`src/verilog/ssfs_defs.vh`:
```
// Purpose: shared constants of the frame sequencer
// Assumes: included by bare name from the sequencer source
// Notes: definitions only, no logic
`ifndef SSFS_DEFS_VH
`define SSFS_DEFS_VH

// ----------------------------------------------------------------
// word and buffer geometry
// ----------------------------------------------------------------
`define SSFS_WORD_W 16
`define SSFS_FIFO_DEPTH 8
`define SSFS_FIFO_AW 3

// ----------------------------------------------------------------
// frame formats
// ----------------------------------------------------------------
`define SSFS_FMT_SPI 1'b0
`define SSFS_FMT_CW 1'b1

// ----------------------------------------------------------------
// control-word format geometry
// ----------------------------------------------------------------
`define SSFS_CW_CTRL_BITS 5'h8
`define SSFS_CW_WAIT_BITS 5'h1
`define SSFS_CW_LAST_CTRL_EDGE 6'h0E

// ----------------------------------------------------------------
// master sequencer states
// ----------------------------------------------------------------
`define SSFS_ST_IDLE 3'h0
`define SSFS_ST_PRE 3'h1
`define SSFS_ST_SHIFT 3'h2
`define SSFS_ST_TAIL 3'h3
`define SSFS_ST_GAP 3'h4

// ----------------------------------------------------------------
// reset values
// ----------------------------------------------------------------
`define SSFS_RST_WORD 16'h0000
`define SSFS_RST_DIV 8'h00

`endif

```
`src/verilog/ssfs_sequencer.v`:
```
// Purpose: frame sequencer of a synchronous serial port, master or slave
// Assumes: control ports are quasi-static while ENABLE is high
// Notes: serial pins from outside pass two flops before any logic reads them
`timescale 1ns/100ps
`default_nettype none
`include "ssfs_defs.vh"

// ----------------------------------------------------------------
// transmit buffer
// ----------------------------------------------------------------
module ssfs_fifo #(
	parameter W = `SSFS_WORD_W,
	parameter D = `SSFS_FIFO_DEPTH,
	parameter AW = `SSFS_FIFO_AW
) (
	input wire clk,
	input wire nrst,
	input wire [W-1:0] in_data,
	input wire in_valid,
	output reg in_ready_r,
	output wire [W-1:0] out_data,
	output wire out_valid,
	input wire out_ready
);
	reg [W-1:0] mem [0:D-1]; // word storage
	reg [AW-1:0] wp_r; // write pointer
	reg [AW-1:0] rp_r; // read pointer
	reg [AW:0] cnt_r; // words held
	wire push = in_valid & in_ready_r; // accepted write
	wire pop = out_valid & out_ready; // accepted read
	wire [AW:0] cnt_nxt = cnt_r + {{AW{1'b0}}, push} - {{AW{1'b0}}, pop};

	assign out_data = mem[rp_r];
	assign out_valid = (cnt_r != {(AW+1){1'b0}});

	// pointers and fill count; ready is registered from the next count
	always @(posedge clk or negedge nrst) begin
		if (!nrst) begin
			wp_r <= {AW{1'b0}};
			rp_r <= {AW{1'b0}};
			cnt_r <= {(AW+1){1'b0}};
			in_ready_r <= 1'b0;
		end else begin
			cnt_r <= cnt_nxt;
			in_ready_r <= (cnt_nxt != D[AW:0]);
			if (push) begin
				wp_r <= (wp_r == D[AW-1:0] - 1'b1) ? {AW{1'b0}} : wp_r + 1'b1;
			end
			if (pop) begin
				rp_r <= (rp_r == D[AW-1:0] - 1'b1) ? {AW{1'b0}} : rp_r + 1'b1;
			end
		end
	end

	// storage has no reset; only written words are ever read
	always @(posedge clk) begin
		if (push) begin
			mem[wp_r] <= in_data;
		end
	end
endmodule // ssfs_fifo

// ----------------------------------------------------------------
// sequencer top
// ----------------------------------------------------------------
module ssfs_sequencer #(
	parameter DW = 8 // width of the half-period divider
) (
	input wire CLK,
	input wire NRST,
	input wire ENABLE,
	input wire MASTER,
	input wire FORMAT,
	input wire CLOCK_POLARITY_BIT,
	input wire CLOCK_PHASE_BIT,
	input wire [3:0] DATA_SIZE,
	input wire [DW-1:0] HALF_DIV,
	input wire [15:0] TX_DATA,
	input wire TX_VALID,
	output wire TX_READY,
	output reg [15:0] RX_DATA,
	output reg RX_VALID,
	input wire RX_READY,
	output reg BUSY,
	input wire SERIAL_CLOCK_LINE_I,
	output reg SERIAL_CLOCK_LINE_O,
	output reg SERIAL_CLOCK_LINE_OE,
	input wire FRAME_SELECT_LINE_I,
	output reg FRAME_SELECT_LINE_O,
	output reg FRAME_SELECT_LINE_OE,
	output reg TX_DATA_LINE_O,
	output reg TX_DATA_LINE_OE,
	input wire RX_DATA_LINE_I
);
	// ------------------------------------------------------------
	// edge role decode, shared by master and slave
	// ------------------------------------------------------------
	// capture on this edge index
	function cap_f(input cw, input cpha, input slv, input [5:0] e);
		reg [4:0] k;
		begin
			k = e[5:1];
			if (!cw)
				cap_f = (e[0] == cpha);
			else if (slv)
				cap_f = !e[0] && (k < `SSFS_CW_CTRL_BITS);
			else
				cap_f = !e[0] && (k >= `SSFS_CW_CTRL_BITS + `SSFS_CW_WAIT_BITS);
		end
	endfunction

	// launch on this edge index
	function lau_f(input cw, input cpha, input slv, input [5:0] e, input [4:0] n);
		reg [4:0] k;
		begin
			k = e[5:1];
			if (!cw)
				lau_f = (e[0] != cpha);
			else if (slv)
				lau_f = e[0] && (k >= `SSFS_CW_CTRL_BITS) && (k < `SSFS_CW_CTRL_BITS + n);
			else
				lau_f = e[0] && (k < `SSFS_CW_CTRL_BITS - 5'h1);
		end
	endfunction

	// left-justify a word of nb bits so bit 15 goes out first
	function [15:0] align_f(input [15:0] w, input [4:0] nb);
		begin
			align_f = w << (5'h10 - nb);
		end
	endfunction

	// ------------------------------------------------------------
	// input synchronisers
	// ------------------------------------------------------------
	reg sclk_s1, sclk_s2, sclk_s3; // serial clock in, s3 is edge history
	reg fss_s1, fss_s2, fss_s3; // frame select in
	reg rxd_s1, rxd_s2; // receive data in

	// ------------------------------------------------------------
	// sequencer state
	// ------------------------------------------------------------
	reg [2:0] state_r; // master state
	reg [DW-1:0] hc_r; // half-period countdown
	reg [5:0] e_r; // edge index within word
	reg [1:0] tail_r; // halves spent in tail
	reg [15:0] tx_sh_r; // transmit shifter, MSB out
	reg [15:0] rx_sh_r; // receive shifter

	wire cw = (FORMAT == `SSFS_FMT_CW);
	wire pol = cw ? 1'b0 : CLOCK_POLARITY_BIT; // control word idles low
	wire cpha = cw ? 1'b0 : CLOCK_PHASE_BIT;
	wire [4:0] nbits = {1'b0, DATA_SIZE} + 5'h1; // data size 3..15 gives 4..16
	wire [4:0] txbits = cw ? `SSFS_CW_CTRL_BITS : nbits;
	wire [5:0] e_last = cw ? {nbits, 1'b0} + 6'h11 : {nbits, 1'b0} - 6'h1;
	// limitation: receive bits reach rxd_s2 two cycles late, so HALF_DIV must be 2 or more
	wire tick = (hc_r == {DW{1'b0}});
	wire [15:0] rx_new = {rx_sh_r[14:0], rxd_s2};

	// buffer drain side
	wire [15:0] f_data;
	wire f_valid;
	wire [15:0] f_word = align_f(f_data, txbits);
	wire [15:0] s_word = align_f(f_data, nbits); // slave word, always data sized

	// slave edge detect on synchronised pins only
	wire s_edge = sclk_s2 ^ sclk_s3;
	wire s_fall = fss_s3 & ~fss_s2;
	wire s_act = ENABLE & !MASTER & !fss_s2;
	wire s_load = s_act & (s_fall | (s_edge & !cw & (e_r == e_last)));

	// master decisions
	wire m_start = ENABLE & MASTER & (state_r == `SSFS_ST_IDLE) & f_valid;
	wire m_last = (state_r == `SSFS_ST_SHIFT) & tick & (e_r == e_last);
	wire m_reload = m_last & ENABLE & f_valid & (cw | cpha);
	wire pop = f_valid & (MASTER ? (m_start | m_reload) : s_load);

	// edge roles for the edge now being made or seen
	wire slv = !MASTER;
	wire e_cap = cap_f(cw, cpha, slv, e_r);
	wire e_lau = lau_f(cw, cpha, slv, e_r, nbits);

	ssfs_fifo #(
		.W(`SSFS_WORD_W),
		.D(`SSFS_FIFO_DEPTH),
		.AW(`SSFS_FIFO_AW)
	) u_txq (
		.clk(CLK),
		.nrst(NRST),
		.in_data(TX_DATA),
		.in_valid(TX_VALID),
		.in_ready_r(TX_READY),
		.out_data(f_data),
		.out_valid(f_valid),
		.out_ready(pop)
	);

	// ------------------------------------------------------------
	// two-flop synchronisers for every pin from the far side
	// ------------------------------------------------------------
	always @(posedge CLK or negedge NRST) begin
		if (!NRST) begin
			sclk_s1 <= 1'b0;
			sclk_s2 <= 1'b0;
			sclk_s3 <= 1'b0;
			fss_s1 <= 1'b1;
			fss_s2 <= 1'b1;
			fss_s3 <= 1'b1;
			rxd_s1 <= 1'b0;
			rxd_s2 <= 1'b0;
		end else begin
			sclk_s1 <= SERIAL_CLOCK_LINE_I;
			sclk_s2 <= sclk_s1;
			sclk_s3 <= sclk_s2;
			fss_s1 <= FRAME_SELECT_LINE_I;
			fss_s2 <= fss_s1;
			fss_s3 <= fss_s2;
			rxd_s1 <= RX_DATA_LINE_I;
			rxd_s2 <= rxd_s1;
		end
	end

	// ------------------------------------------------------------
	// frame sequencing, master and slave
	// ------------------------------------------------------------
	always @(posedge CLK or negedge NRST) begin
		if (!NRST) begin
			state_r <= `SSFS_ST_IDLE;
			hc_r <= `SSFS_RST_DIV;
			e_r <= 6'h00;
			tail_r <= 2'h0;
			tx_sh_r <= `SSFS_RST_WORD;
			rx_sh_r <= `SSFS_RST_WORD;
			RX_DATA <= `SSFS_RST_WORD;
			RX_VALID <= 1'b0;
			BUSY <= 1'b0;
			SERIAL_CLOCK_LINE_O <= 1'b0;
			SERIAL_CLOCK_LINE_OE <= 1'b0;
			FRAME_SELECT_LINE_O <= 1'b1;
			FRAME_SELECT_LINE_OE <= 1'b0;
			TX_DATA_LINE_O <= 1'b0;
			TX_DATA_LINE_OE <= 1'b0;
		end else begin
			// consumer takes the word; a new push below wins over it
			if (RX_READY) begin
				RX_VALID <= 1'b0;
			end
			SERIAL_CLOCK_LINE_OE <= MASTER;
			FRAME_SELECT_LINE_OE <= MASTER;
			hc_r <= tick ? HALF_DIV : hc_r - 1'b1;
			if (MASTER) begin
				case (state_r)
				`SSFS_ST_IDLE: begin
					// idle levels held every cycle
					SERIAL_CLOCK_LINE_O <= pol;
					FRAME_SELECT_LINE_O <= 1'b1;
					TX_DATA_LINE_O <= 1'b0;
					TX_DATA_LINE_OE <= 1'b0;
					BUSY <= 1'b0;
					e_r <= 6'h00;
					if (m_start) begin
						FRAME_SELECT_LINE_O <= 1'b0;
						TX_DATA_LINE_OE <= 1'b1;
						BUSY <= 1'b1;
						rx_sh_r <= `SSFS_RST_WORD;
						hc_r <= HALF_DIV;
						state_r <= `SSFS_ST_PRE;
						if (cw) begin
							// control MSB goes out with the select fall
							TX_DATA_LINE_O <= f_word[15];
							tx_sh_r <= {f_word[14:0], 1'b0};
						end else begin
							tx_sh_r <= f_word;
						end
					end
				end
				`SSFS_ST_PRE: begin
					// half a period of select low before the first edge in phase 1, a full period in phase 0
					if (tick) begin
						state_r <= `SSFS_ST_SHIFT;
						if (!cw) begin
							TX_DATA_LINE_O <= tx_sh_r[15];
							tx_sh_r <= {tx_sh_r[14:0], 1'b0};
						end
						if (cpha) begin
							// phase 1: first edge comes with the data
							SERIAL_CLOCK_LINE_O <= ~SERIAL_CLOCK_LINE_O;
							e_r <= 6'h01;
						end
					end
				end
				`SSFS_ST_SHIFT: begin
					if (tick) begin
						SERIAL_CLOCK_LINE_O <= ~SERIAL_CLOCK_LINE_O;
						e_r <= e_r + 6'h01;
						if (e_cap) begin
							rx_sh_r <= rx_new;
						end
						if (e_lau) begin
							TX_DATA_LINE_O <= tx_sh_r[15];
							tx_sh_r <= {tx_sh_r[14:0], 1'b0};
						end
						if (m_last) begin
							if (m_reload) begin
								// next word rides on without lifting select
								RX_DATA <= e_cap ? rx_new : rx_sh_r;
								RX_VALID <= 1'b1;
								rx_sh_r <= `SSFS_RST_WORD;
								e_r <= 6'h00;
								if (cw) begin
									TX_DATA_LINE_O <= f_word[15];
									tx_sh_r <= {f_word[14:0], 1'b0};
								end else begin
									tx_sh_r <= f_word;
								end
							end else begin
								// buffer empty, enable low or SPI phase 0: close the word
								if (!cw) begin
									RX_DATA <= e_cap ? rx_new : rx_sh_r;
									RX_VALID <= 1'b1;
								end
								if (cw) begin
									rx_sh_r <= e_cap ? rx_new : rx_sh_r;
								end
								tail_r <= 2'h0;
								state_r <= `SSFS_ST_TAIL;
							end
						end
					end
				end
				`SSFS_ST_TAIL: begin
					// one full period after the last capture, then select rises
					if (tick) begin
						tail_r <= tail_r + 2'h1;
						if (tail_r == {1'b0, cpha}) begin
							FRAME_SELECT_LINE_O <= 1'b1;
							TX_DATA_LINE_O <= 1'b0;
							TX_DATA_LINE_OE <= 1'b0;
							state_r <= `SSFS_ST_GAP;
							if (cw) begin
								RX_DATA <= rx_sh_r;
								RX_VALID <= 1'b1;
							end
						end
					end
				end
				`SSFS_ST_GAP: begin
					// select stays high one half period before any restart
					if (tick) begin
						state_r <= `SSFS_ST_IDLE;
					end
				end
				default: begin
					state_r <= `SSFS_ST_IDLE;
				end
				endcase
			end else begin
				// slave: follow the far master on synchronised pins
				state_r <= `SSFS_ST_IDLE;
				FRAME_SELECT_LINE_O <= 1'b1;
				SERIAL_CLOCK_LINE_O <= pol;
				if (!s_act) begin
					TX_DATA_LINE_O <= 1'b0;
					TX_DATA_LINE_OE <= 1'b0;
					BUSY <= 1'b0;
					e_r <= 6'h00;
				end else if (s_fall) begin
					// frame opens: load word, phase 0 shows MSB at once
					BUSY <= 1'b1;
					// control word: reply line stays released while the byte comes in
					TX_DATA_LINE_OE <= !cw;
					rx_sh_r <= `SSFS_RST_WORD;
					e_r <= 6'h00;
					tx_sh_r <= f_valid ? s_word : `SSFS_RST_WORD;
					if (!cw && !cpha) begin
						TX_DATA_LINE_O <= f_valid & s_word[15];
						tx_sh_r <= f_valid ? {s_word[14:0], 1'b0} : `SSFS_RST_WORD;
					end
				end else if (s_edge) begin
					e_r <= e_r + 6'h01;
					if (e_cap) begin
						rx_sh_r <= rx_new;
					end
					if (e_lau) begin
						TX_DATA_LINE_O <= tx_sh_r[15];
						TX_DATA_LINE_OE <= 1'b1;
						tx_sh_r <= {tx_sh_r[14:0], 1'b0};
					end
					if (cw && e_r == `SSFS_CW_LAST_CTRL_EDGE) begin
						RX_DATA <= rx_new;
						RX_VALID <= 1'b1;
					end
					if (!cw && e_r == e_last) begin
						// phase 1 words run back to back under one select
						RX_DATA <= e_cap ? rx_new : rx_sh_r;
						RX_VALID <= 1'b1;
						rx_sh_r <= `SSFS_RST_WORD;
						e_r <= 6'h00;
						tx_sh_r <= f_valid ? align_f(f_data, nbits) : `SSFS_RST_WORD;
					end
				end
			end
		end
	end
endmodule // ssfs_sequencer
`default_nettype wire

```
`config.mk`:
```
export PLATFORM = sky130hd
export DESIGN_NAME = ssfs_sequencer
export DESIGN_NICKNAME = d
export VERILOG_FILES = /design/src/verilog/ssfs_sequencer.v
export VERILOG_INCLUDE_DIRS = /design/src /design/src/verilog
export SDC_FILE = /design/constraint.sdc
export NUM_CORES = 1
export LEC_CHECK = 0
export ABC_AREA = 0
export BUFFER_PORTS_ARGS = -buffer_cell sky130_fd_sc_hd__buf_4
export CAP_MARGIN = 20
export CORE_UTILIZATION = 40
export DETAILED_ROUTE_END_ITERATION = 10
export GPL_TIMING_DRIVEN = 0
export PLACE_DENSITY_LB_ADDON = 0.05
export SETUP_SLACK_MARGIN = 0.15
export SLEW_MARGIN = 25
export SYNTH_ARGS = -nofsm -noshare
export SYNTH_HDL_FRONTEND = slang
export SYNTH_HIERARCHICAL = 1
export SYNTH_SLANG_ARGS = --single-unit
```
`constraint.sdc`:
```
create_clock -name CLK -period 4.6 [get_ports CLK]
set_clock_uncertainty 0.05 [all_clocks]
set_input_delay 0.92 -clock CLK [delete_from_list [all_inputs] [get_ports CLK]]
set_output_delay 0.92 -clock CLK [all_outputs]
set_load 0.02 [all_outputs]
```
==> results.md <==
Status:
- The flow ran to the end, and the final reports show no timing, DRC or antenna violations.

Synthesis:
- Of the total synthesized cell area, the portion taken by AND, OR, NAND and NOR gates is 0.114.
- The cell count after synthesis came out at 1124.
- The largest total area in the synthesized netlist belongs to sky130_fd_sc_hd__edfxtp_1.
- Summing every instance area after synthesis gives 13100 sq um.
- The synthesized-area fraction occupied by ao, oa, aoi and oai cells is 0.149.
- The main combinational cell family by area after synthesis is multiplexers.
- The proportion of register bits with asynchronous set or reset after synthesis is 0.421.
- During synthesis, Yosys emitted a total of 6 warnings.
- The netlist uses 83 different library cells.
- The area share of xor/xnor cells in the synthesized design is 0.0185.
- The top cell type's share of synthesized area is 0.293.
- After synthesis, the cell types taking the most area are sky130_fd_sc_hd__edfxtp_1, sky130_fd_sc_hd__dfrtp_1, sky130_fd_sc_hd__mux4_2.
- Of the post-synthesis cell area, the part taken by muxes is 0.187.
- The dominant synthesized flop cell is sky130_fd_sc_hd__edfxtp_1.
- The synthesized netlist net count is 1185.
- For this run, the register share of the synthesized area comes to 0.471.
- The mean instance size in the synthesized netlist is 11.7 sq um.
- In this run, synthesis produced a sequential element count of 221.
- Yosys mapped a number of flops with a built-in enable equal to 128.
- Of the total synthesized cell area, the portion taken by full adders, half adders and majority gates is 0.0206.

GRT:
- Entering global routing, the biggest net connects 94 pins.
- The via count of the first global-routing pass came to 9719.
- The overall overflow remaining after global route is 0.
- The first global-routing pass estimated 58300 um of wire.
- The initial antenna violation count was 0.
- The global routing usage summed across all routing layers is 0.227.

Route:
- Summed over all layers, the routed wires come to 37900 um.
- The via count is 9985.
- The final routed wire length divided by cell count is 22.5 um.
- In this run the remaining antenna-violating nets after routing total 0.
- The DRC violation count after routing is 0.
- The detailed router finished its first iteration with 801 violations.
- The first detailed-routing pass took 7 iterations.
- In the routed layout, each cell is associated on average with a via count of 5.93.

Power:
- The part of the power in the clock network is 0.223.
- The register share of total power is 0.302.
- After layout, the design draws a total of 8.91 mW.
- Of the total power, the share spent switching nets is 0.387.
- The internal power component is 5.46 mW.
- The total power divided by cell area is 575 nW/um^2.
- Across the VDD grid, the largest voltage drop is 0.313 mV.
- Of the total power, combinational logic draws 0.475.
- Summed over all nets, the switching power comes to 3.44 mW.
- The static leakage is 5.95 nW.

Clocking:
- Clock latency on the worst-skew pair, taken at its later pin, is 0.53 ns.
- Clock-pin slew was measured on the worst setup and hold paths at 0.06 ns.
- The CTS tree is yes.
- Clock tree synthesis inserted a total of 25 buffers.
- In this run the number of H-tree levels came out at 1.
- The master cell of the clock root buffer is sky130_fd_sc_hd__clkbuf_16.
- The maximum clock path buffer count is 3.
- CTS saw 221 sinks.
- Hold repair after CTS inserted 0 buffers.

Critical path:
- The type of element capturing the critical path is a register.
- The arrival time reported for the critical path endpoint is 4.77 ns.
- The nature of the critical path startpoint is an input pin.
- The worst setup path is of the input pin to register kind.
- The largest fanout of any net on the critical path is 10.
- The endpoint required time on the critical path is 4.96 ns.

STA:
- The max-slew violation count is 0.
- The worst path needs 4.41 ns of the cycle, external delays included.
- For the pin with the worst max-slew slack, the measured transition is 0.927 ns.
- The worst-case hold slack is 0.300 ns.
- Setup violations remaining at the end of the flow were counted as 0.
- The worst slew slack as a fraction of its limit is 0.376.
- The share of the clock period used by the worst path after layout is 0.958.
- Timing would allow up to 227 MHz.
- The final sum of negative setup slack is 0 ns.
- The final-report hold violation count is 0.
- Setup repair after global routing could not meet its margin everywhere.

Floorplan:
- The die is 183 um tall.
- The total area inside the core boundary comes to 31900 sq um.
- The starting density of the core is 0.412.
- Pin placement for this block handled 65 I/O pins.
- In this run the horizontal extent of the chip is 183 um.
- The row count is 65.
- The die covers 33500 sq um.

Cells and area:
- Of the cells placed in the final design, the portion with a size suffix greater than 1 is 0.246.
- Summing all flip-flop and latch instances after layout gives 6180 sq um.
- The post-route core utilization is 0.486.
- From synthesis to final layout, the design area changed by 18.1%.
- The multi-input combinational cells in the finished layout cover a total of 6650 sq um.
- The top cell types in the final layout, fill and taps aside, are sky130_fd_sc_hd__edfxtp_1, sky130_fd_sc_hd__nand2_1, sky130_fd_sc_hd__dfrtp_1.
- The finished cells cover 15500 sq um.
- The most frequent standard cell in the layout excluding fill and tap cells is sky130_fd_sc_hd__edfxtp_1.
- The number of antenna diodes in the final layout is 0.
- The final net count is 1295.
- The final-layout fill cell count is 2958.

Place:
- The instance area at placement is 14400 sq um.
- During placement, the flow inserted port buffers numbering 63.
- At the end of routability-driven placement, the weighted congestion stood at 0.958.
- The wire-length estimate of the detail-placed layout is 26600 um.

Hold path:
- The classification of the worst-slack hold path is register to register.

Run:
- The tool flagged a number of max-cap violations equal to 0.
-- power by group through the flow --
| stage | Clock (mW) | Sequential (mW) | Combinational, mW |
|---|---|---|---|
| global placement | 0 | 2.72 | 3.99 |
| floorplan | 0 | 2.70 | 2.84 |
| CTS | 2.06 | 2.68 | 4.14 |
| global route | 2.13 | 2.73 | 4.55 |
| finish | 1.99 | 2.69 | 4.23 |
| detailed placement | 0 | 2.72 | 4.05 |
-- critical path, cell delays in order --
cell and delay, ns:
sky130_fd_sc_hd__buf_4 0.13, sky130_fd_sc_hd__clkbuf_4 0.18, sky130_fd_sc_hd__and3_1 0.17, sky130_fd_sc_hd__buf_2 0.16
sky130_fd_sc_hd__xnor2_2 0.20, sky130_fd_sc_hd__inv_2 0.07, sky130_fd_sc_hd__or3_4 0.40, sky130_fd_sc_hd__a2111o_2 0.57
sky130_fd_sc_hd__nand2_4 0.12, sky130_fd_sc_hd__buf_8 0.14, sky130_fd_sc_hd__o2111a_1 0.22, sky130_fd_sc_hd__nand2_2 0.08
sky130_fd_sc_hd__inv_2 0.07, sky130_fd_sc_hd__ha_4 0.19, sky130_fd_sc_hd__inv_2 0.06, sky130_fd_sc_hd__ha_4 0.13
sky130_fd_sc_hd__inv_2 0.04, sky130_fd_sc_hd__fa_2 0.55, sky130_fd_sc_hd__inv_4 0.05, sky130_fd_sc_hd__nor4b_4 0.23
sky130_fd_sc_hd__mux2i_1 0.09
-- per-layer routing --
metal  vias up  part of all wire  GRT usage
li1       4589                 -          -
met1      5001              0.44      0.308
met4         0             0.029     0.0680
met5         -                 0          0
met2       327              0.48      0.379
met3        68             0.052     0.0282
-- worst paths after layout --
kind	startpoint	endpoint	slack (ns)	cells after the start
min	rxd_s1	rxd_s2	0.30	0
min in group asynchronous	NRST	tx_sh_r[0]	0.40	1
max in group asynchronous	NRST	rx_sh_r[10]	3.44	1
max reg2reg	e_r[0]	u_txq/in_ready_r	0.38	17
max	DATA_SIZE[2]	u_txq/in_ready_r	0.19	21
min reg2reg	rxd_s1	rxd_s2	0.30	0
-- cell usage after synthesis, drive strengths merged, types with 5 or more instances --
master and n:
o21a 10, a32oi 5, nor3b 9, mux2i 30
dfrtp 89, edfxtp 128, xor2 12, o21ai 57
a22o 20, and2 8, nor2b 15, buf 35
mux2 64, o31ai 10, inv 29, nand3 20
o211ai 12, and3 12, nand2 113, a31oi 12
o221ai 11, clkbuf 51, xnor2 11, mux4 58
a21oi 43, or2 7, ha 20, o22ai 14
nand4 7, nand2b 15, nor3 24, nor2 64
a21o 6, a211oi 11, a222oi 5, o32ai 5
-- per-stage QoR --
| step | setup slack [ns] | cells |
|---|---|---|
| finish | 0.192 | 1685 |
| global route | 0.0479 | 1685 |
| CTS | 0.151 | 1678 |
| detailed placement | -1.11 | 1627 |
| global placement | -1.13 | 1622 |
| floorplan | -0.120 | 1124 |
-- flip-flops by register name, summed over array words and instances (netlist names), 2 cells and up --
signal	cells
state_r	3
u_txq/wp_r	3
u_txq/cnt_r	4
u_txq/mem	128
RX_DATA	16
tail_r	2
e_r	6
hc_r	8
rx_sh_r	16
tx_sh_r	16
u_txq/rp_r	3
-- logic make-up after synthesis --
logic type / count (synthesis)
buffers and inverters: 119
XOR/XNOR: 24
multiplexers: 152
AO/OA/AOI/OAI: 277
AND/OR/NAND/NOR: 310
adder cells (fa/ha/maj): 21
flip-flops: 221
-- layout make-up --
type | instances | area share
plain buffers | 84 | 0.0310
well taps | 435 | 0.0351
flip-flops and latches | 221 | 0.399
clock inverters | 10 | 0.00929
multi-input cells | 784 | 0.429
inverters | 33 | 0.00985
clock buffers | 33 | 0.0436
repair buffers | 85 | 0.0434
-- timing repair --
| item | CTS | global route |
|---|---|---|
| endpoints found under the setup margin | 20 | 17 |
| pin swaps | 9 | 11 |
| resized for setup | 28 | 21 |
| setup buffers | 8 | 9 |
No activity file was read; power rests on OpenSTA's default activity.
